File: config.mk
export PLATFORM = sky130hd
export DESIGN_NAME = ipr_core
export DESIGN_NICKNAME = d
export VERILOG_FILES = /design/src/logic/ipr_pkg.sv /design/src/logic/ipr_core.sv /design/src/logic/ipr_decim.sv /design/src/logic/ipr_compare.sv
export SDC_FILE = /design/constraint.sdc
export NUM_CORES = 1
export LEC_CHECK = 0
export BUFFER_PORTS_ARGS = -buffer_cell sky130_fd_sc_hd__buf_4
export CORE_MARGIN = 2
export CORE_UTILIZATION = 52
export CTS_BUF_LIST = sky130_fd_sc_hd__clkbuf_2
export CTS_CLUSTER_SIZE = 40
export DETAILED_ROUTE_END_ITERATION = 8
export PLACE_DENSITY = 0.68
export SLEW_MARGIN = 15
export SYNTH_ARGS = -nofsm -noshare
export SYNTH_HDL_FRONTEND = slang
export SYNTH_SLANG_ARGS = --single-unit
File: constraint.sdc
create_clock -name core_clk_in -period 12.5 [get_ports core_clk_in]
set_input_delay 0.625 -clock core_clk_in [delete_from_list [all_inputs] [get_ports core_clk_in]]
set_output_delay 0.625 -clock core_clk_in [all_outputs]
set_load 0.05 [all_outputs]
File: src/logic/ipr_pkg.sv
// ipr_pkg: shared constants and carriers for the internal-parameter conversion block
package ipr_pkg;

  // clock and time base
  localparam int unsigned CLK_PERIOD_NS = 8;
  localparam int unsigned NS_PER_US     = 1000;

  // conversion geometry
  localparam int unsigned NUM_MODES  = 8;
  localparam int unsigned NUM_PARAMS = 4;
  localparam int unsigned NUM_ADCS   = 3;
  localparam int unsigned RES_W      = 16;
  localparam int unsigned CNT_W      = 26;
  localparam int unsigned ACC_W      = 26;

  // per-mode end of each sample, in us (27k,14k,7k,3k,2k,1k,422,26 Hz)
  localparam int unsigned MARK_US [NUM_MODES][NUM_PARAMS] = '{
    '{58, 104, 151, 198},
    '{87, 163, 238, 314},
    '{145, 279, 413, 547},
    '{261, 512, 762, 1012},
    '{494, 977, 1460, 1943},
    '{960, 1908, 2857, 3805},
    '{1890, 3770, 5649, 7529},
    '{29818, 59624, 89431, 119238}
  };
  // per-mode total command time, in us
  localparam int unsigned TOTAL_US [NUM_MODES] = '{
    742, 858, 1556, 2022, 2953, 4814, 8538, 134211
  };

  // register indices on the plain register port
  localparam logic [3:0] REG_CMD    = 4'h0;
  localparam logic [3:0] REG_CFG    = 4'h1;
  localparam logic [3:0] REG_STATUS = 4'h2;
  localparam logic [3:0] REG_SC     = 4'h3;
  localparam logic [3:0] REG_DIE_TEMP_RESULT   = 4'h4;
  localparam logic [3:0] REG_VA     = 4'h5;
  localparam logic [3:0] REG_VD     = 4'h6;

  // field positions
  localparam int unsigned CMD_MODE_LSB  = 0;
  localparam int unsigned CMD_CHECK_BIT = 3;
  localparam int unsigned CFG_PS_LSB    = 0;
  localparam int unsigned CFG_FORCE_BIT = 2;

  // reset values and codes
  localparam logic [RES_W-1:0] RESULT_RST = 16'h0000;
  localparam logic [RES_W-1:0] VALID_MAX  = 16'hdfff;
  localparam logic [RES_W-1:0] FAULT_HI   = 16'hff00;
  localparam logic [1:0]       PS_RST     = 2'h0;

  typedef struct packed {
    logic       checked;
    logic [2:0] mode;
  } ipr_cmd_s;

  typedef struct packed {
    logic       force_fail;
    logic [1:0] path_sel;
  } ipr_cfg_s;

  typedef enum logic [0:0] {
    IPR_IDLE,
    IPR_RUN
  } ipr_state_e;

  // least time in cycles: round up, never below one
  function automatic int unsigned ipr_us_to_cyc(input int unsigned us,
                                                input int unsigned ns_per_us);
    int unsigned c;
    c = (us * ns_per_us + CLK_PERIOD_NS - 1) / CLK_PERIOD_NS;
    return (c == 0) ? 1 : c;
  endfunction

endpackage

File: src/logic/ipr_core.sv
// ipr_core: internal-parameter conversion sequencer with digital redundancy check
`timescale 1ns/1ns
`default_nettype none
module ipr_core
  import ipr_pkg::*;
#(
  // ns per table microsecond; shrink to shorten every conversion in simulation
  parameter int unsigned US_NS = NS_PER_US
) (
  // clock, reset, enable
  input  wire logic                core_clk_in,
  input  wire logic                rstn_in,
  input  wire logic                ce_in,
  // register port
  input  wire logic [3:0]          reg_addr_in,
  input  wire logic [15:0]         reg_wdata_in,
  input  wire logic                reg_wr_in,
  input  wire logic                reg_rd_in,
  output logic [15:0]              reg_rdata_out,
  // modulator streams, one per converter
  input  wire logic [NUM_ADCS-1:0] mod_bit_in,
  input  wire logic                mod_valid_in,
  // status
  output logic                     busy_out,
  output logic                     done_out
);

  ipr_state_e          state;
  ipr_cmd_s            cmd;
  ipr_cfg_s            cfg;
  logic [CNT_W-1:0]    cyc_cnt;
  logic [2:0]          step;
  logic                fault_seen;
  logic [RES_W-1:0]    res [NUM_PARAMS];
  logic                start;
  logic                store;
  logic                finish;
  logic                win_clear;
  logic                apply;
  logic [1:0]          spare_idx;
  logic                spare_bit;
  logic [RES_W-1:0]    prim_res [NUM_ADCS];
  logic [RES_W-1:0]    spare_res;
  logic [RES_W-1:0]    store_code;
  logic                store_fault;
  logic [CNT_W-1:0]    mark_now;
  logic [CNT_W-1:0]    total_now;

  // cycle count of a sample end (k < 4) or of the command end (k == 4)
  function automatic logic [CNT_W-1:0] mark_cyc(input logic [2:0] m, input logic [2:0] k);
    int unsigned us;
    us = (k >= 3'(NUM_PARAMS)) ? TOTAL_US[m] : MARK_US[m][k[1:0]];
    return CNT_W'(ipr_us_to_cyc(us, US_NS));
  endfunction

  // converter that the spare machine shadows; internal values live on the first
  function automatic logic [1:0] path_of(input logic [1:0] ps);
    return (ps == 2'h0) ? 2'h0 : ps - 2'h1;
  endfunction

  assign mark_now  = mark_cyc(cmd.mode, step);
  assign total_now = mark_cyc(cmd.mode, 3'(NUM_PARAMS));
  assign start     = reg_wr_in && (reg_addr_in == REG_CMD) && (state == IPR_IDLE);
  assign store     = (state == IPR_RUN) && (step < 3'(NUM_PARAMS)) && (cyc_cnt == mark_now);
  // same end for plain and checked: the check adds no cycles
  assign finish    = (state == IPR_RUN) && (step == 3'(NUM_PARAMS))
                     && (cyc_cnt == total_now);
  assign win_clear = start || store;

  // checked only on the checked command, only where a path shadows the first converter
  assign apply     = cmd.checked && (path_of(cfg.path_sel) == 2'h0);
  assign spare_idx = path_of(cfg.path_sel);
  assign spare_bit = mod_bit_in[spare_idx];

  // three primary machines, one for each converter
  genvar g;
  generate
    for (g = 0; g < NUM_ADCS; g++) begin : g_adc
      ipr_decim #(.W(ACC_W)) u_decim (
        .core_clk_in (core_clk_in),
        .rstn_in     (rstn_in),
        .ce_in       (ce_in),
        .sample_in   (mod_valid_in && (state == IPR_RUN)),
        .bit_in      (mod_bit_in[g]),
        .clear_in    (win_clear),
        .result_out  (prim_res[g])
      );
    end
  endgenerate

  // the single spare machine
  ipr_decim #(.W(ACC_W)) u_spare (
    .core_clk_in (core_clk_in),
    .rstn_in     (rstn_in),
    .ce_in       (ce_in),
    .sample_in   (mod_valid_in && (state == IPR_RUN)),
    .bit_in      (spare_bit),
    .clear_in    (win_clear),
    .result_out  (spare_res)
  );

  ipr_compare u_cmp (
    .primary_in (prim_res[0]),
    .spare_in   (spare_res),
    .apply_in   (apply),
    .force_in   (cfg.force_fail),
    .code_out   (store_code),
    .fault_out  (store_fault)
  );

  // sequencer
  always_ff @(posedge core_clk_in or negedge rstn_in) begin
    if (!rstn_in) begin
      state <= IPR_IDLE;
    end else if (ce_in) begin
      case (state)
        IPR_IDLE: begin
          if (start) begin
            state <= IPR_RUN;
          end
        end
        IPR_RUN: begin
          if (finish) begin
            state <= IPR_IDLE;
          end
        end
        default: begin
          state <= IPR_IDLE;
        end
      endcase
    end
  end

  always_ff @(posedge core_clk_in or negedge rstn_in) begin
    if (!rstn_in) begin
      cyc_cnt <= '0;
      step    <= '0;
    end else if (ce_in) begin
      if (start) begin
        cyc_cnt <= CNT_W'(1);
        step    <= '0;
      end else if (state == IPR_RUN) begin
        cyc_cnt <= cyc_cnt + CNT_W'(1);
        if (store) begin
          step <= step + 3'h1;
        end
      end
    end
  end

  // command latched at start; cannot change mid-conversion
  always_ff @(posedge core_clk_in or negedge rstn_in) begin
    if (!rstn_in) begin
      cmd <= '0;
    end else if (ce_in && start) begin
      cmd.mode    <= reg_wdata_in[CMD_MODE_LSB +: 3];
      cmd.checked <= reg_wdata_in[CMD_CHECK_BIT];
    end
  end

  // configuration is written any time; a new path feeds the spare machine from the next cycle, inside the current window
  always_ff @(posedge core_clk_in or negedge rstn_in) begin
    if (!rstn_in) begin
      cfg <= '{force_fail: 1'b0, path_sel: PS_RST};
    end else if (ce_in && reg_wr_in && (reg_addr_in == REG_CFG)) begin
      cfg.path_sel   <= reg_wdata_in[CFG_PS_LSB +: 2];
      cfg.force_fail <= reg_wdata_in[CFG_FORCE_BIT];
    end
  end

  // order of results: stack sum, die temperature, analog, digital supply
  always_ff @(posedge core_clk_in or negedge rstn_in) begin
    if (!rstn_in) begin
      for (int i = 0; i < NUM_PARAMS; i++) begin
        res[i] <= RESULT_RST;
      end
    end else if (ce_in && store) begin
      res[step[1:0]] <= store_code;
    end
  end

  // sticky fault seen; a fault store wins over the clear at start
  always_ff @(posedge core_clk_in or negedge rstn_in) begin
    if (!rstn_in) begin
      fault_seen <= 1'b0;
    end else if (ce_in) begin
      if (store && store_fault) begin
        fault_seen <= 1'b1;
      end else if (start) begin
        fault_seen <= 1'b0;
      end
    end
  end

  always_ff @(posedge core_clk_in or negedge rstn_in) begin
    if (!rstn_in) begin
      done_out <= 1'b0;
    end else if (ce_in) begin
      done_out <= finish;
    end
  end

  // read data stand only in the cycle after the strobe
  always_ff @(posedge core_clk_in or negedge rstn_in) begin
    if (!rstn_in) begin
      reg_rdata_out <= 16'h0000;
    end else if (ce_in) begin
      reg_rdata_out <= 16'h0000;
      if (reg_rd_in) begin
        case (reg_addr_in)
          REG_CMD:    reg_rdata_out <= {12'h000, cmd.checked, cmd.mode};
          REG_CFG:    reg_rdata_out <= {13'h0000, cfg.force_fail, cfg.path_sel};
          REG_STATUS: reg_rdata_out <= {11'h000, fault_seen, step, state == IPR_RUN};
          REG_SC:     reg_rdata_out <= res[0];
          REG_DIE_TEMP_RESULT:   reg_rdata_out <= res[1];
          REG_VA:     reg_rdata_out <= res[2];
          REG_VD:     reg_rdata_out <= res[3];
          default:    reg_rdata_out <= 16'h0000;
        endcase
      end
    end
  end

  assign busy_out = (state == IPR_RUN);

  // helper: stores since start and cycles since start
  logic [2:0]       chk_stores;
  logic [CNT_W-1:0] chk_cycles;
  always_ff @(posedge core_clk_in or negedge rstn_in) begin
    if (!rstn_in) begin
      chk_stores <= '0;
      chk_cycles <= '0;
    end else if (ce_in) begin
      if (start) begin
        chk_stores <= '0;
        chk_cycles <= CNT_W'(1);
      end else begin
        chk_cycles <= chk_cycles + CNT_W'(1);
        if (store) begin
          chk_stores <= chk_stores + 3'h1;
        end
      end
    end
  end

  AST_FOUR_RESULTS: assert property (@(posedge core_clk_in) disable iff (!rstn_in)
    (ce_in && finish) |-> (chk_stores == 3'(NUM_PARAMS)))
    else $error("command ended without four stored results");

  AST_TOTAL_TIME: assert property (@(posedge core_clk_in) disable iff (!rstn_in)
    (ce_in && finish) |-> (chk_cycles == mark_cyc(cmd.mode, 3'(NUM_PARAMS))))
    else $error("command length differs from the mode total");

  AST_SAME_TIME_CHECKED: assert property (@(posedge core_clk_in) disable iff (!rstn_in)
    (ce_in && store) |-> (chk_cycles == mark_cyc(cmd.mode, step)))
    else $error("sample end moved away from its mark");

  AST_VALID_RANGE: assert property (@(posedge core_clk_in) disable iff (!rstn_in)
    (ce_in && store && !store_fault) |=> (res[$past(step[1:0])] <= VALID_MAX))
    else $error("valid result above range top");

  AST_FAULT_NONZERO: assert property (@(posedge core_clk_in) disable iff (!rstn_in)
    (ce_in && store && store_fault) |=> ((res[$past(step[1:0])] & 16'hfff0) == FAULT_HI
      && res[$past(step[1:0])][3:0] != 4'h0))
    else $error("fault code malformed or zero nibble");

  AST_PLAIN_NO_CHECK: assert property (@(posedge core_clk_in) disable iff (!rstn_in)
    (store && !cmd.checked) |-> !store_fault)
    else $error("plain command produced a fault code");

  AST_FORCE_FAIL: assert property (@(posedge core_clk_in) disable iff (!rstn_in)
    (store && cmd.checked && cfg.force_fail && cfg.path_sel <= 2'h1) |-> store_fault)
    else $error("forced fail did not replace the result");

  AST_NIBBLE_FLAG: assert property (@(posedge core_clk_in) disable iff (!rstn_in)
    (store && apply && (prim_res[0][15:12] != spare_res[15:12])) |-> store_code[3])
    else $error("top nibble mismatch not flagged in bit 3");

  AST_PATH_SELECT: assert property (@(posedge core_clk_in) disable iff (!rstn_in)
    (cfg.path_sel != 2'h0) |-> (spare_bit == mod_bit_in[cfg.path_sel - 2'h1]))
    else $error("spare machine fed from the wrong converter");

  AST_BUSY_HOLD: assert property (@(posedge core_clk_in) disable iff (!rstn_in)
    (ce_in && start) |=> busy_out && !done_out)
    else $error("start did not raise busy");

endmodule
`default_nettype wire

File: src/logic/ipr_decim.sv
// ipr_decim: one integration and differentiation machine for a modulator stream
`timescale 1ns/1ns
`default_nettype none
module ipr_decim
  import ipr_pkg::*;
#(
  parameter int unsigned W = ACC_W
) (
  // clock and reset
  input  wire logic             core_clk_in,
  input  wire logic             rstn_in,
  input  wire logic             ce_in,
  // modulator stream
  input  wire logic             sample_in,
  input  wire logic             bit_in,
  input  wire logic             clear_in,
  // result of the current window
  output logic [RES_W-1:0]      result_out
);

  logic [W-1:0] acc;
  logic [W-1:0] base;
  logic [W-1:0] next_acc;
  logic [W-1:0] diff;

  assign next_acc = acc + W'(sample_in & bit_in);
  assign diff     = acc - base;
  // saturate rather than wrap: a wrapped code would look valid
  assign result_out = (diff > W'(16'hffff)) ? 16'hffff : diff[RES_W-1:0];

  always_ff @(posedge core_clk_in or negedge rstn_in) begin
    if (!rstn_in) begin
      acc <= '0;
    end else if (ce_in) begin
      acc <= next_acc;
    end
  end

  always_ff @(posedge core_clk_in or negedge rstn_in) begin
    if (!rstn_in) begin
      base <= '0;
    end else if (ce_in && clear_in) begin
      base <= next_acc;
    end
  end

endmodule
`default_nettype wire

File: src/logic/ipr_compare.sv
// ipr_compare: bitwise result check against the spare machine, fault code build
`timescale 1ns/1ns
`default_nettype none
module ipr_compare
  import ipr_pkg::*;
(
  // results of both machines
  input  wire logic [RES_W-1:0] primary_in,
  input  wire logic [RES_W-1:0] spare_in,
  // control
  input  wire logic             apply_in,
  input  wire logic             force_in,
  // stored value
  output logic [RES_W-1:0]      code_out,
  output logic                  fault_out
);

  logic [3:0] nib_miss;
  logic [3:0] nib_flag;

  genvar g;
  generate
    for (g = 0; g < 4; g++) begin : g_nib
      assign nib_miss[g] = |(primary_in[4*g+3:4*g] ^ spare_in[4*g+3:4*g]);
    end
  endgenerate

  // forced fail with clean stream flags every nibble, never all zeros
  assign nib_flag  = (nib_miss != 4'h0) ? nib_miss : 4'hf;
  assign fault_out = apply_in && (force_in || (nib_miss != 4'h0));
  always_comb begin
    if (fault_out) begin
      code_out = FAULT_HI | {12'h000, nib_flag};
    end else if (primary_in > VALID_MAX) begin
      code_out = VALID_MAX;
    end else begin
      code_out = primary_in;
    end
  end

endmodule
`default_nettype wire

# Word level (Yosys, flattened, before mapping)
# Memory sizes are Yosys's and may differ from the RTL's.
# Index checks and enable logic that the tools add are counted.
# classes
n_lt_le_gt_ge	9
div_mod_pow	0
multipliers	2
shift	0
bitwise	9
add_sub_neg	11
n_eq_ne	9
n_mux	33
reduce_logical	34
# op_table
operator	n
two-way mux 128 bit	2
two-way mux 32 bit	5
case mux 16 bit (7 select lines)	1
two-way mux 26 bit	4
two-way mux 16 bit	6
adder 32 x 4 -> 32 bit (second input constant)	2
binary-select mux 32 bit (select 2 bit)	1
bitwise mux 64 bit	1
zero test 32 bit	2
multiplier 32 x 7 -> 29 bit (second input constant)	2
subtractor 32 x 1 -> 32 bit (second input constant)	2
adder 26 bit	2
== test 26 bit	2
> comparator 26 x 16 -> 1 bit (second input constant)	2
subtractor 26 bit	2
demux 16 bit (select 2 bit)	1
adder 26 x 1 -> 26 bit (second input constant)	1
> comparator 16 bit (second input constant)	1
logical AND 1 bit	16
OR reduction 4 bit	4
bitwise XOR 4 bit	4
== test 4 x 3 -> 1 bit (second input constant)	3
two-way mux 3 bit	3
== test 4 x 2 -> 1 bit (second input constant)	2
other kinds (25)	36
# totals
mem_count	2
ramBits	0
elab_cells	127
input_bits	29
reg_bits	223
mem_bits_ro	1280
out_inout_bits	18
latchBits	0
# memory_table
memory	words	word_bits	read_ports	rd_ports_with_merged_regs	wr	line	source
(no name shown)	8	128	1	0	0	ipr_core.sv:52	us = (k >= 3'(NUM_PARAMS)) ? TOTAL_US[m] : MARK_US[m][k[1:0]];
(no name shown)	8	32	1	0	0	ipr_core.sv:52	

# Longest topological paths before layout
# Gate-level depths: netlist of the first run.
# depth
word_depth	18
mapped_depth	35
mapped_depth_nobuf	31

# By module
# From an unflattened synthesis of the first run, not the netlist that was laid out.
# hier_totals
hier_cells	2626
hier_area_um2	22894.5
# modules_own_cells
module	cells_per_inst	instances	area_per_inst_um2	seq_area_each_um2
ipr_core	1584	1	14355.0	2977.9
ipr_decim at u_spare	508	1	4140.2	1301.2
ipr_decim at g_adc[0].u_decim	483	1	4025.1	1301.2
ipr_compare	51	1	374.1	0.0

# Least setup slack after synthesis of the first run
# Ideal clock, no wire load.
# synth_path
path_type	reg-to-reg
startpoint	register cmd[1] in the netlist's numbering
endpoint	register u_spare.base[0]
slack_ns	4.028
path_buffers	4
required_time_ns	12.375
setup_time_ns	0.125
period_less_slack_ns	8.472
path_stages_with_launch	32
arrival_time_ns	8.347
cell_sequence	dfrtp_1 > clkbuf_1 > inv_1 > ha_1 > mux2i_1 > nor2_1 > or3b_2 > xnor2_1 > ha_1 > inv_1 > fa_1 > fa_1 > fa_1 > inv_1 > ha_1 > o22a_1 > a31o_2 > a31o_2 > buf_2 > a41o_1 > nor2b_1 > o21ai_0 > o31a_1 > nor2_1 > a31oi_1 > xnor2_1 > o31a_1 > nor4_1 > or2_2 > clkbuf_1 > buf_2 > mux2_2
# synth_via
elab_chain_cells	17
elab_cells_between_ends	20
# synth_rtl
item	line	source
start, declared	ipr_core.sv:29	ipr_cmd_s cmd;
inverter 3 -> 4 bit (*)	n/a	
memory read (8 x 128 bit)	n/a	
two-way mux 128 bit (implied by the code) (2 in series)	ipr_core.sv:52	
binary-select mux 32 bit (select 2 bit)	ipr_core.sv:52	
two-way mux 32 bit (implied by the code) (2 in series)	ipr_core.sv:52	
two-way mux 32 bit (*)	ipr_core.sv:52	
multiplier 32 x 7 -> 29 bit (*)	ipr_pkg.sv:72	c = (us * ns_per_us + CLK_PERIOD_NS - 1) / CLK_PERIOD_NS;
adder 32 x 4 -> 32 bit (*)	ipr_pkg.sv:72	
subtractor 32 x 1 -> 32 bit (*)	ipr_pkg.sv:72	
zero test 32 bit	ipr_pkg.sv:73	return (c == 0) ? 1 : c;
two-way mux 26 bit (*)	ipr_pkg.sv:73	
== test 26 bit (*)	ipr_core.sv:64	assign store = (state == IPR_RUN) && (step < 3'(NUM_PARAMS)) && (cyc_cnt == mark_now);
logical AND 1 bit (*)	ipr_core.sv:64	
logical OR 1 bit (*)	ipr_core.sv:68	assign win_clear = start || store;
logical AND 1 bit (*)	ipr_decim.sv:42	end else if (ce_in && clear_in) begin
end signal, assigned	ipr_decim.sv:43	base <= next_acc;
end, declared	ipr_decim.sv:22	logic [W-1:0] base;
# Every way passes the cells marked *; elsewhere a longest branch is shown, timed or not. The select of a mux whose other input is x is not followed.
# A chain may end at the register's enable or synchronous reset.

# Worst setup path after layout of the first run
# layout_path
startpoint	register cmd[0] in the netlist's numbering
endpoint	register u_spare.base[1]
# The elaborated chain is that of the path after synthesis.

==> metrics, run 1 <==
reg-to-reg slack, setup=about 2.4 ns; FF-to-FF path depth=29; Post-Syn Instances=2440; layout cells sized above 1=between 10% and 20%; clk slew on worst S/H paths=0.10 ns; Synth cell types=100; TritonCTS Buffers=54; RSZ-0062 raised after global routing=false; die height=207.4 µm; DRT Wirelength=about 55000 µm; critical path endpoint category=register; Hold Vio Cnt, Final=0; DRT Pass-1 Iters=5; Worst Tran Pin Value=1.049 ns; internal power=1238 µW; drt first-iter violations=1208; Top FF cell, synth=dfrtp_1; routed len/inst=roughly 19 µm; largest net degree at the start of global routing=84; CTS tree=done; antenna violation net count after detailed routing=0; Layout Cells excl Fill=roughly 3000; H-tree Lvls=2; initial antenna violation count=1; Die Area=43030 µm²; Vias=between 15000 and 20000; global route overflow=0; pre-CTS setup slack=2.519 ns; setup TNS=0 ns; WP data arrival=10.78 ns; IO Port Bufs=34; area fraction in compound gates after synthesis=around a fifth; global-route wire length before repair=92270 µm; commonest non-fill, non-tap cell in the layout=dfrtp_1; Sink Count=223; combinational share of power=38.8%; number of I/O pins=47; outcome=complete, no violations; Critical Path Source Type=register; Peak supply drop=62.95 µV; worst min path class=in2reg; CP Class=reg2reg; Switching Power=797.0 µW; Slowest-stage cell, CP=or2_2; Area Overhead vs Synth=4.814%; Final WS setup=2.424 ns; Critical Path RT=13.21 ns; XOR/XNOR Fraction of Synth Area=between 10% and 20%; hpwl dp=about 41000 µm; Die X=207.4 µm; most frequent cells in the layout=223 x dfrtp_1, 208 x inv_1, 186 x o21ai_0; Slew Viols, Final=0; Starting Density=52.70%; # rows=74; critical path peak fanout=56; Pwr Density=90.22 nW/µm²; maximum clock insertion buffer count=3; postcts setup bufs=0; Syn Area/Cell=between 8 and 9 µm²; Total Routing Usage GR=around a quarter; leakage=0.01094 µW; RePlAce Congestion=0.9556; Yosys Warn Count=0; worst skew pair latency=0.90 ns; min cycle time layout=10.08 ns; mux contribution to synthesized area=5.152%; Hold Path Depth=3; Post-Synth Simple-Gate Area=15.22%; final setup violation count=0; Post-synth ARST share=100.0%; Post-Synth Adder-Cell Area=18.79%; Net Sw Frac=39.16%; max_cap viols=0; largest family of logic cells by synthesized area=compound AO/OA/AOI/OAI gates; Final Skew=about 0.07 ns; Syn Nets=2740; Reg power frac=around 39%; Tcrit/Tclk final=80.61%; vias in the first global route=about 18000; fmax=just under 100 MHz; crit-path max cell delay=between 0.6 and 0.7 ns; slew margin rel.=29.55%; Clock Tree Root=clkbuf_2; Mapped Area=roughly 22000 µm²; # DRC=0; Nets=2729; core area=40830 µm²; synthesized flop and latch total=223; clock power share=22.2%; Final Util=55.24%; Resized cells post-CTS=0; placed cell count=2900; register area share after synthesis=25.93%; WHS=0.2007 ns; number of synthesized flops with an enable pin=0; via density per instance=5.953; hold_buf cts=5
cell usage after synthesis (all sizes together) (13+ instances only):
cell type | n | area share, %
dfrtp | 223 | 26
inv | 209 | 3.6
o21ai | 192 | 4.5
ha | 184 | 11
nand2 | 184 | 3.2
a21oi | 151 | 3.5
xnor2 | 146 | 5.9
nor2 | 144 | 2.5
xor2 | 102 | 4.2
fa | 87 | 8.1
clkbuf | 85 | 1.5
mux2 | 78 | 4.1
nand3 | 70 | 1.9
and3 | 42 | 1.2
a21o | 38 | 1.3
nor3 | 37 | 0.86
buf | 36 | 0.84
nand4 | 35 | 1.0
a31oi | 26 | 0.83
nand2b | 22 | 0.65
a211oi | 21 | 0.76
nor4 | 20 | 0.58
a221oi | 17 | 0.69
and2 | 17 | 0.49
nor2b | 17 | 0.49
o2bb2ai | 17 | 0.69
o21a | 16 | 0.56
mux2i | 14 | 0.65
o31ai | 14 | 0.58
a22o | 13 | 0.53
through the flow:
stage | power (µW) | area, µm²
after floorplan | 1410 | 21520
after global placement | 1570 | 22070
after detailed placement | 1586 | 22070
after CTS | 2047 | 22550
after global routing | 2185 | 22550
final | 2035 | 22550
state kept, by name, indices dropped and copies added, names as in the netlist, 4 cells and up:
register / flops
res: 64
cyc_cnt: 26
g_adc.u_decim.acc: 26
g_adc.u_decim.base: 26
u_spare.acc: 26
u_spare.base: 26
reg_rdata_out: 16
cmd: 4
path summary, 6_finish.rpt:
path | from | endpoint
worst min register to register | done_out$_DFFE_PN0P_ | done_out$_DFFE_PN0P_
worst max-delay path | cmd[0]$_DFFE_PN0P_ | u_spare.base[1]$_DFFE_PN0P_
worst min-delay path | reg_addr_in[3] | reg_rdata_out[4]$_DFFE_PN0P_
min in group asynchronous | rstn_in | u_spare.acc[9]$_DFFE_PN0P_
worst max register to register | cmd[0]$_DFFE_PN0P_ | u_spare.base[1]$_DFFE_PN0P_
max in group asynchronous | rstn_in | reg_rdata_out[1]$_DFFE_PN0P_
layer usage:
| metal | vias to the layer above | track usage (%) | routed length (µm) |
|---|---|---|---|
| met5 | - | 0 | 0 |
| met4 | 0 | 10.00 | 2027 |
| met3 | 136 | 3.101 | 2247 |
| met2 | 465 | 45.57 | 27850 |
| met1 | 8647 | 32.16 | 23380 |
| li1 | 8576 | - | - |
power by group through the flow:
| stage | registers, µW | clock network, µW | logic (µW) |
|---|---|---|---|
| 3_3_place_gp | 808 | 0 | 763 |
| 5_1_grt | 798 | 503 | 884 |
| 2_1_floorplan | 781 | 0 | 629 |
| 4_1_cts | 794 | 467 | 785 |
| 3_5_place_dp | 808 | 0 | 778 |
| 6_report | 794 | 451 | 790 |
worst max-delay path, delay by kind of cell, from the launching register on:
| kind | cells | cell delay, ns |
|---|---|---|
| AOI/OAI and AO/OA | 9 | 2.37 |
| xor gates and xnor gates | 2 | 0.40 |
| adders and majority gates | 6 | 3.03 |
| buffers and inverters | 6 | 1.73 |
| DFF | 1 | 0.39 |
| muxes | 1 | 0.47 |
| and+or+nand+nor | 5 | 1.51 |
cell families (layout without fill, tap and decap cells):
| kind of cell | count (synthesis) | after routing |
|---|---|---|
| other cells | 0 | 1 |
| flops | 223 | 223 |
| simple gates | 649 | 649 |
| fa+ha+maj | 271 | 271 |
| xor+xnor | 248 | 248 |
| buf+inv | 332 | 353 |
| mux | 96 | 96 |
| compound gates | 621 | 621 |
final cells by class:
type | instances | area (µm²)
multi-input combinational | 1885 | 14660
timing repair buffer | 54 | 425.4
clock inverter | 14 | 58.81
tap | 532 | 665.6
sequential | 223 | 5580
inverter | 211 | 792.0
clock buffer | 74 | 370.4
fill | 3755 | 18280
antenna | 1 | 2.502
No activity file was read; power rests on OpenSTA's default activity.
==> run 2: changes to the inputs <==
Clock period 12.5 ns to 9.9 ns, I/O delays scaled along.
==> run 2 against run 1 <==
  * Worst setup slack got worse by 1.2 ns
  * Critical path depth rose by 2
  * Die area did not move
  * Critical endpoint is now res[45]$_DFFE_PN0P_
  * Global-route usage rose by 0.80 points
  * Worst hold slack got worse by 0.12 ns
  * Sequential share of layout area fell by 0.21 points
  * Non-clock buffer count rose by 22
==> metrics, run 2 (same netlist as run 1, synthesis figures left out) <==
min cycle time layout=8.626 ns (-1.450 ns); Largest Register=res; drt first-iter violations=1163 (-3.7%); Peak supply drop=77.77 µV (+24%); critical path peak fanout=25 (-55%); # rows=74 (unchanged); Clock Tree Root=clkbuf_2; maximum clock insertion buffer count=3 (unchanged); IO Port Bufs=34 (unchanged); initial antenna violation count=1 (unchanged); Nets=2750 (+0.77%); global-route wire length before repair=94750 µm (+2.7%); CTS tree=done; die height=207.4 µm (unchanged); vias in the first global route=18540 (+3.0%); Slew Viols, Final=0 (unchanged); critical path startpoint=cmd[1]$_DFFE_PN0P_; DRT Pass-1 Iters=5 (unchanged); fmax=115.9 MHz (+17%); r2r startpoint=cmd[1]$_DFFE_PN0P_; DRT Wirelength=56710 µm (+2.2%); placed cell count=2921 (+0.72%); layout cells sized above 1=11.07% (+0.55 points); Die X=207.4 µm (unchanged); leakage=0.01105 µW (+1.0%); Area Overhead vs Synth=5.693%; global route overflow=0 (unchanged); Total Power=2603 µW (+28%); crit path to=res[45]$_DFFE_PN0P_; FF-to-FF path depth=31 (+6.9%); Worst Tran Pin Value=1.252 ns (+0.2037 ns); clk slew on worst S/H paths=0.11 ns (about the same); Vias=17930 (+0.57%); Pwr Density=114.5 nW/µm² (+27%); RSZ-0062 raised after global routing=false; TritonCTS Buffers=53 (-1.9%); number of I/O pins=47 (unchanged); worst min path class=in2reg; critical path endpoint category=register; RR Endpoint=res[45]$_DFFE_PN0P_; Critical Path Source Type=register; max_cap viols=0 (unchanged); CP Class=reg2reg; Resized cells post-CTS=0 (unchanged); core area=40830 µm² (unchanged); Hold Vio Cnt, Final=0 (unchanged); crit-path max cell delay=0.56 ns (-0.10 ns); max reg flops=64 (unchanged); Tcrit/Tclk final=87.13% (+6.5 points); largest net degree at the start of global routing=80 (-4.8%); Critical Path RT=10.64 ns (-2.57 ns); reg-to-reg slack, setup=1.27 ns (-1.15 ns); Die Area=43030 µm² (unchanged); slew margin rel.=16.20% (-13 points); hpwl dp=42660 µm (+2.9%); Hold Path Depth=3 (unchanged); Sink Count=223 (unchanged); antenna violation net count after detailed routing=0 (unchanged); Slowest-stage cell, CP=fa_1; postcts setup bufs=0 (unchanged); setup TNS=0 ns (unchanged); most frequent cells in the layout=223 x dfrtp_1, 208 x inv_1, 187 x o21ai_0; commonest non-fill, non-tap cell in the layout=dfrtp_1; worst skew pair latency=0.88 ns (-0.02 ns); RePlAce Congestion=0.9212 (-3.6%); Total Routing Usage GR=26.59% (+0.80 points); routed len/inst=18.85 µm (+1.7%); Layout Cells excl Fill=3008 (+0.47%); Starting Density=52.70% (unchanged); outcome=complete, no violations; final setup violation count=0 (unchanged); Final Skew=0.05472 ns (-0.01689 ns); WP data arrival=9.37 ns (-1.41 ns); via density per instance=5.959 (+0.10%); H-tree Lvls=2 (unchanged); # DRC=0 (unchanged)
==> run 2: metal layers <==
layer,up-vias,GRT usage [%],part of all wire (%)
li1,8641,-,-
met1,8719,32.42,42
met2,445,47.53,50
met3,121,2.753,4.1
met4,0,11.72,3.9
met5,-,0,0
==> run 2: repair_timing <==
action | 4_1_cts | 5_1_grt
hold endpoints to repair | 85 | 0
hold buffers | 6 | 0
setup endpoints to repair | 0 | 0
==> run 2: area by class of cell <==
| class | instances | area [µm²] |
|---|---|---|
| timing repair buffer | 76 | 605.6 |
| clock inverter | 10 | 90.09 |
| antenna | 1 | 2.502 |
| clock buffer | 70 | 350.3 |
| multi-input combinational | 1885 | 14660 |
| sequential | 223 | 5580 |
| tap | 532 | 665.6 |
| fill | 3695 | 18090 |
| inverter | 211 | 792.0 |
==> run 2: metrics by stage <==
step	util, %	hold slack, ns	cell area (µm²)	setup WS, ns
final	55.70	0.08549	22740	1.274
after global routing	55.70	0.02977	22740	0.7405
after CTS	55.69	0.01064	22740	1.309
after detailed placement	54.47	0.4745	22240	1.310
after global placement	54.47	0.4743	22240	1.388
after floorplan	-	0.1994	21520	1.428
==> run 2: how the worst min path moves through the flow <==
stage / startpoint / endpoint / slack [ns]
after CTS: reg_addr_in[0] / reg_rdata_out[4]$_DFFE_PN0P_ / 0.01
after detailed placement: reg_rdata_out[11]$_DFFE_PN0P_ / reg_rdata_out[11]$_DFFE_PN0P_ / 0.47
after global routing: reg_addr_in[0] / reg_rdata_out[4]$_DFFE_PN0P_ / 0.03
after floorplan: rstn_in / busy_out$_DFFE_PN0P_ / 0.20
after global placement: reg_rdata_out[4]$_DFFE_PN0P_ / reg_rdata_out[4]$_DFFE_PN0P_ / 0.47
final: reg_addr_in[0] / reg_rdata_out[4]$_DFFE_PN0P_ / 0.09
==> run 2: critical path: cells and delay by family, from the launching register on <==
kind,cells,cell delay (ns)
xor+xnor,1,0.10
mux,2,0.77
fa+ha+maj,6,2.90
flops,1,0.35
buf+inv,7,1.31
simple gates,5,0.62
compound gates,10,2.47
==> run 2: power by group <==
group / switching (µW) / total, µW / internal [µW]
logic: 574 / 1000 / 428
clock network: 357 / 596 / 239
registers: 64.1 / 1000 / 941
==> run 3: changes to the inputs <==
Settings changed: CORE_UTILIZATION 52 to 50, PLACE_DENSITY 0.68 to 0.66.
==> run 3 against run 2 <==
  * Combinational power about the same
  * Maximum frequency decreased by 3.6%
  * Wire length increased by 0.95%
  * Worst hold slack improved by 0.054 ns
  * Via count increased by 1.0%
  * Sequential power about the same
==> metrics, run 3 (same netlist as run 1, synthesis figures left out) <==
commonest non-fill, non-tap cell in the layout=dfrtp_1; initial antenna violation count=3 (+2); number of I/O pins=47 (unchanged); RePlAce Congestion=0.9604 (+4.3%); Hold Path Depth=3 (unchanged); Reg power frac=38.7% (about the same); IO Port Bufs=34 (unchanged); fmax=111.8 MHz (-3.6%); Worst Hold End=reg_rdata_out[4]$_DFFE_PN0P_; # DRC=0 (unchanged); clock power share=22.3% (-0.6 points); postcts setup bufs=0 (unchanged); Resized cells post-CTS=0 (unchanged); Slowest-stage cell, CP=fa_1; RSZ-0062 raised after global routing=false; combinational share of power=39.0% (+0.5 points); Worst Tran Pin Value=1.103 ns (-0.1489 ns); maximum clock insertion buffer count=3 (unchanged); Die X=211.5 µm (+1.9%); internal power=1591 µW (-1.1%); Final Skew=0.03589 ns (-0.01883 ns); drt first-iter violations=1170 (+0.60%); global route overflow=0 (unchanged); Largest Register=res; crit-path max cell delay=0.55 ns (about the same); largest net degree at the start of global routing=109 (+36%); min-delay src=reg_addr_in[3]; Peak supply drop=84.30 µV (+8.4%); Sink Count=223 (unchanged); Total Power=2594 µW (-0.36%); layout cells sized above 1=11.59% (+0.52 points); Vias=18110 (+1.0%); WP data arrival=9.67 ns (+0.30 ns); # rows=76 (+2.7%); routed len/inst=18.89 µm (+0.18%); FF-to-FF path depth=33 (+6.5%); max_cap viols=0 (unchanged); DRT Pass-1 Iters=8 (+3); final setup violation count=0 (unchanged); Die Area=44710 µm² (+3.9%); TritonCTS Buffers=53 (unchanged); antenna violation net count after detailed routing=0 (unchanged); most frequent cells in the layout=223 x dfrtp_1, 208 x inv_1, 187 x o21ai_0; reg-to-reg slack, setup=0.95 ns (-0.32 ns); clk slew on worst S/H paths=0.11 ns (about the same); placed cell count=2942 (+0.72%); worst min path class=in2reg; cell mode on critical path=buf_4; DRT Wirelength=57240 µm (+0.95%); Slew Viols, Final=0 (unchanged); Total Routing Usage GR=26.22% (-0.38 points); H-tree Lvls=2 (unchanged); slew margin rel.=25.76% (+9.6 points); Hold Vio Cnt, Final=0 (unchanged); die height=211.5 µm (+1.9%); Layout Cells excl Fill=3031 (+0.76%); via density per instance=5.976 (+0.28%); pre-CTS setup slack=1.082 ns (-0.2273 ns); vias in the first global route=18390 (-0.79%); hpwl dp=43300 µm (+1.5%); critical path peak fanout=25 (unchanged); DP Area=22300 µm² (+0.26%); Critical Path RT=10.63 ns (about the same); Filler Cells Inserted=4039 (+9.3%); global-route wire length before repair=94750 µm (unchanged); Critical Path Source Type=register; worst skew pair latency=0.87 ns (about the same); Net Sw Frac=38.68% (+0.43 points); Final Cell Area=22790 µm² (+0.19%); core area=42790 µm² (+4.8%); outcome=complete, no violations; RR Endpoint=res[56]$_DFFE_PN0P_; Final WS setup=0.9520 ns (-0.3219 ns); Starting Density=50.29% (-2.4 points); Pwr Density=113.8 nW/µm² (-0.55%); setup TNS=0 ns (unchanged); Nets=2756 (+0.22%); max reg flops=64 (unchanged); Switching Power=1003 µW (+0.76%); Clock Tree Root=clkbuf_2; Tcrit/Tclk final=90.38% (+3.3 points); r2r startpoint=cmd[1]$_DFFE_PN0P_; CTS tree=done; CP Class=reg2reg; Area Overhead vs Synth=5.890%; min cycle time layout=8.948 ns (+0.3219 ns); leakage=0.01109 µW (+0.36%); critical path endpoint category=register
-- run 3: timing repair --
| action | in CTS | in global routing |
|---|---|---|
| endpoints found under the setup margin | 0 | 0 |
| hold buffers | 5 | 0 |
| endpoints found under the hold margin | 113 | 0 |
-- run 3: worst max-delay path by stage --
stage,slack [ns],end,from
after CTS,1.0,res[21]$_DFFE_PN0P_,cmd[1]$_DFFE_PN0P_
after floorplan,1.43,u_spare.base[0]$_DFFE_PN0P_,cmd[1]$_DFFE_PN0P_
after global placement,1.19,res[60]$_DFFE_PN0P_,cmd[1]$_DFFE_PN0P_
after global routing,0.44,u_spare.base[20]$_DFFE_PN0P_,cmd[1]$_DFFE_PN0P_
final,0.95,res[56]$_DFFE_PN0P_,cmd[1]$_DFFE_PN0P_
after detailed placement,1.08,res[21]$_DFFE_PN0P_,cmd[1]$_DFFE_PN0P_
-- run 3: per-stage QoR --
| stage | utilization (%) | hold slack (ns) |
|---|---|---|
| 6_report | 53.25 | 0.1391 |
| 2_1_floorplan | - | 0.1994 |
| 4_1_cts | 53.24 | 0.06023 |
| 5_1_grt | 53.25 | 0.1245 |
| 3_3_place_gp | 52.11 | 0.4747 |
| 3_5_place_dp | 52.11 | 0.4762 |
-- run 3: critical path: cells and delay by family, from the launching register on --
family / cells / cell delay (ns)
AOI/OAI and AO/OA: 8 / 1.89
xor gates and xnor gates: 3 / 0.62
adders and majority gates: 6 / 2.61
buffers and inverters: 8 / 1.55
DFF: 1 / 0.36
muxes: 2 / 0.79
and+or+nand+nor: 6 / 0.96
-- run 3: layout make-up --
class                           count  area (µm²)  area share, %
Antenna cell                        1       2.502        0.01098
Inverter                          211       792.0          3.476
Sequential cell                   223        5580          24.49
Tap cell                          546       683.2          2.998
Clock inverter                     10       67.56         0.2965
Clock buffer                       73       365.4          1.603
Multi-Input combinational cell   1885       14660          64.33
Timing Repair Buffer               82       635.6          2.790
-- run 3: power by group through the flow --
stage	Sequential (µW)	Clock [µW]	Combinational [µW]
after floorplan	986	0	795
final	1010	578	1010
after global routing	1010	645	1130
after global placement	1020	0	976
after detailed placement	1020	0	1000
after CTS	1010	607	1010
-- run 3: routing by layer --
layer  part of all wire [%]  track usage (%)
met1                     41            32.09
met2                     51            47.28
met4                    3.4            9.786
met3                    4.3            3.071
met5                  0.040                0
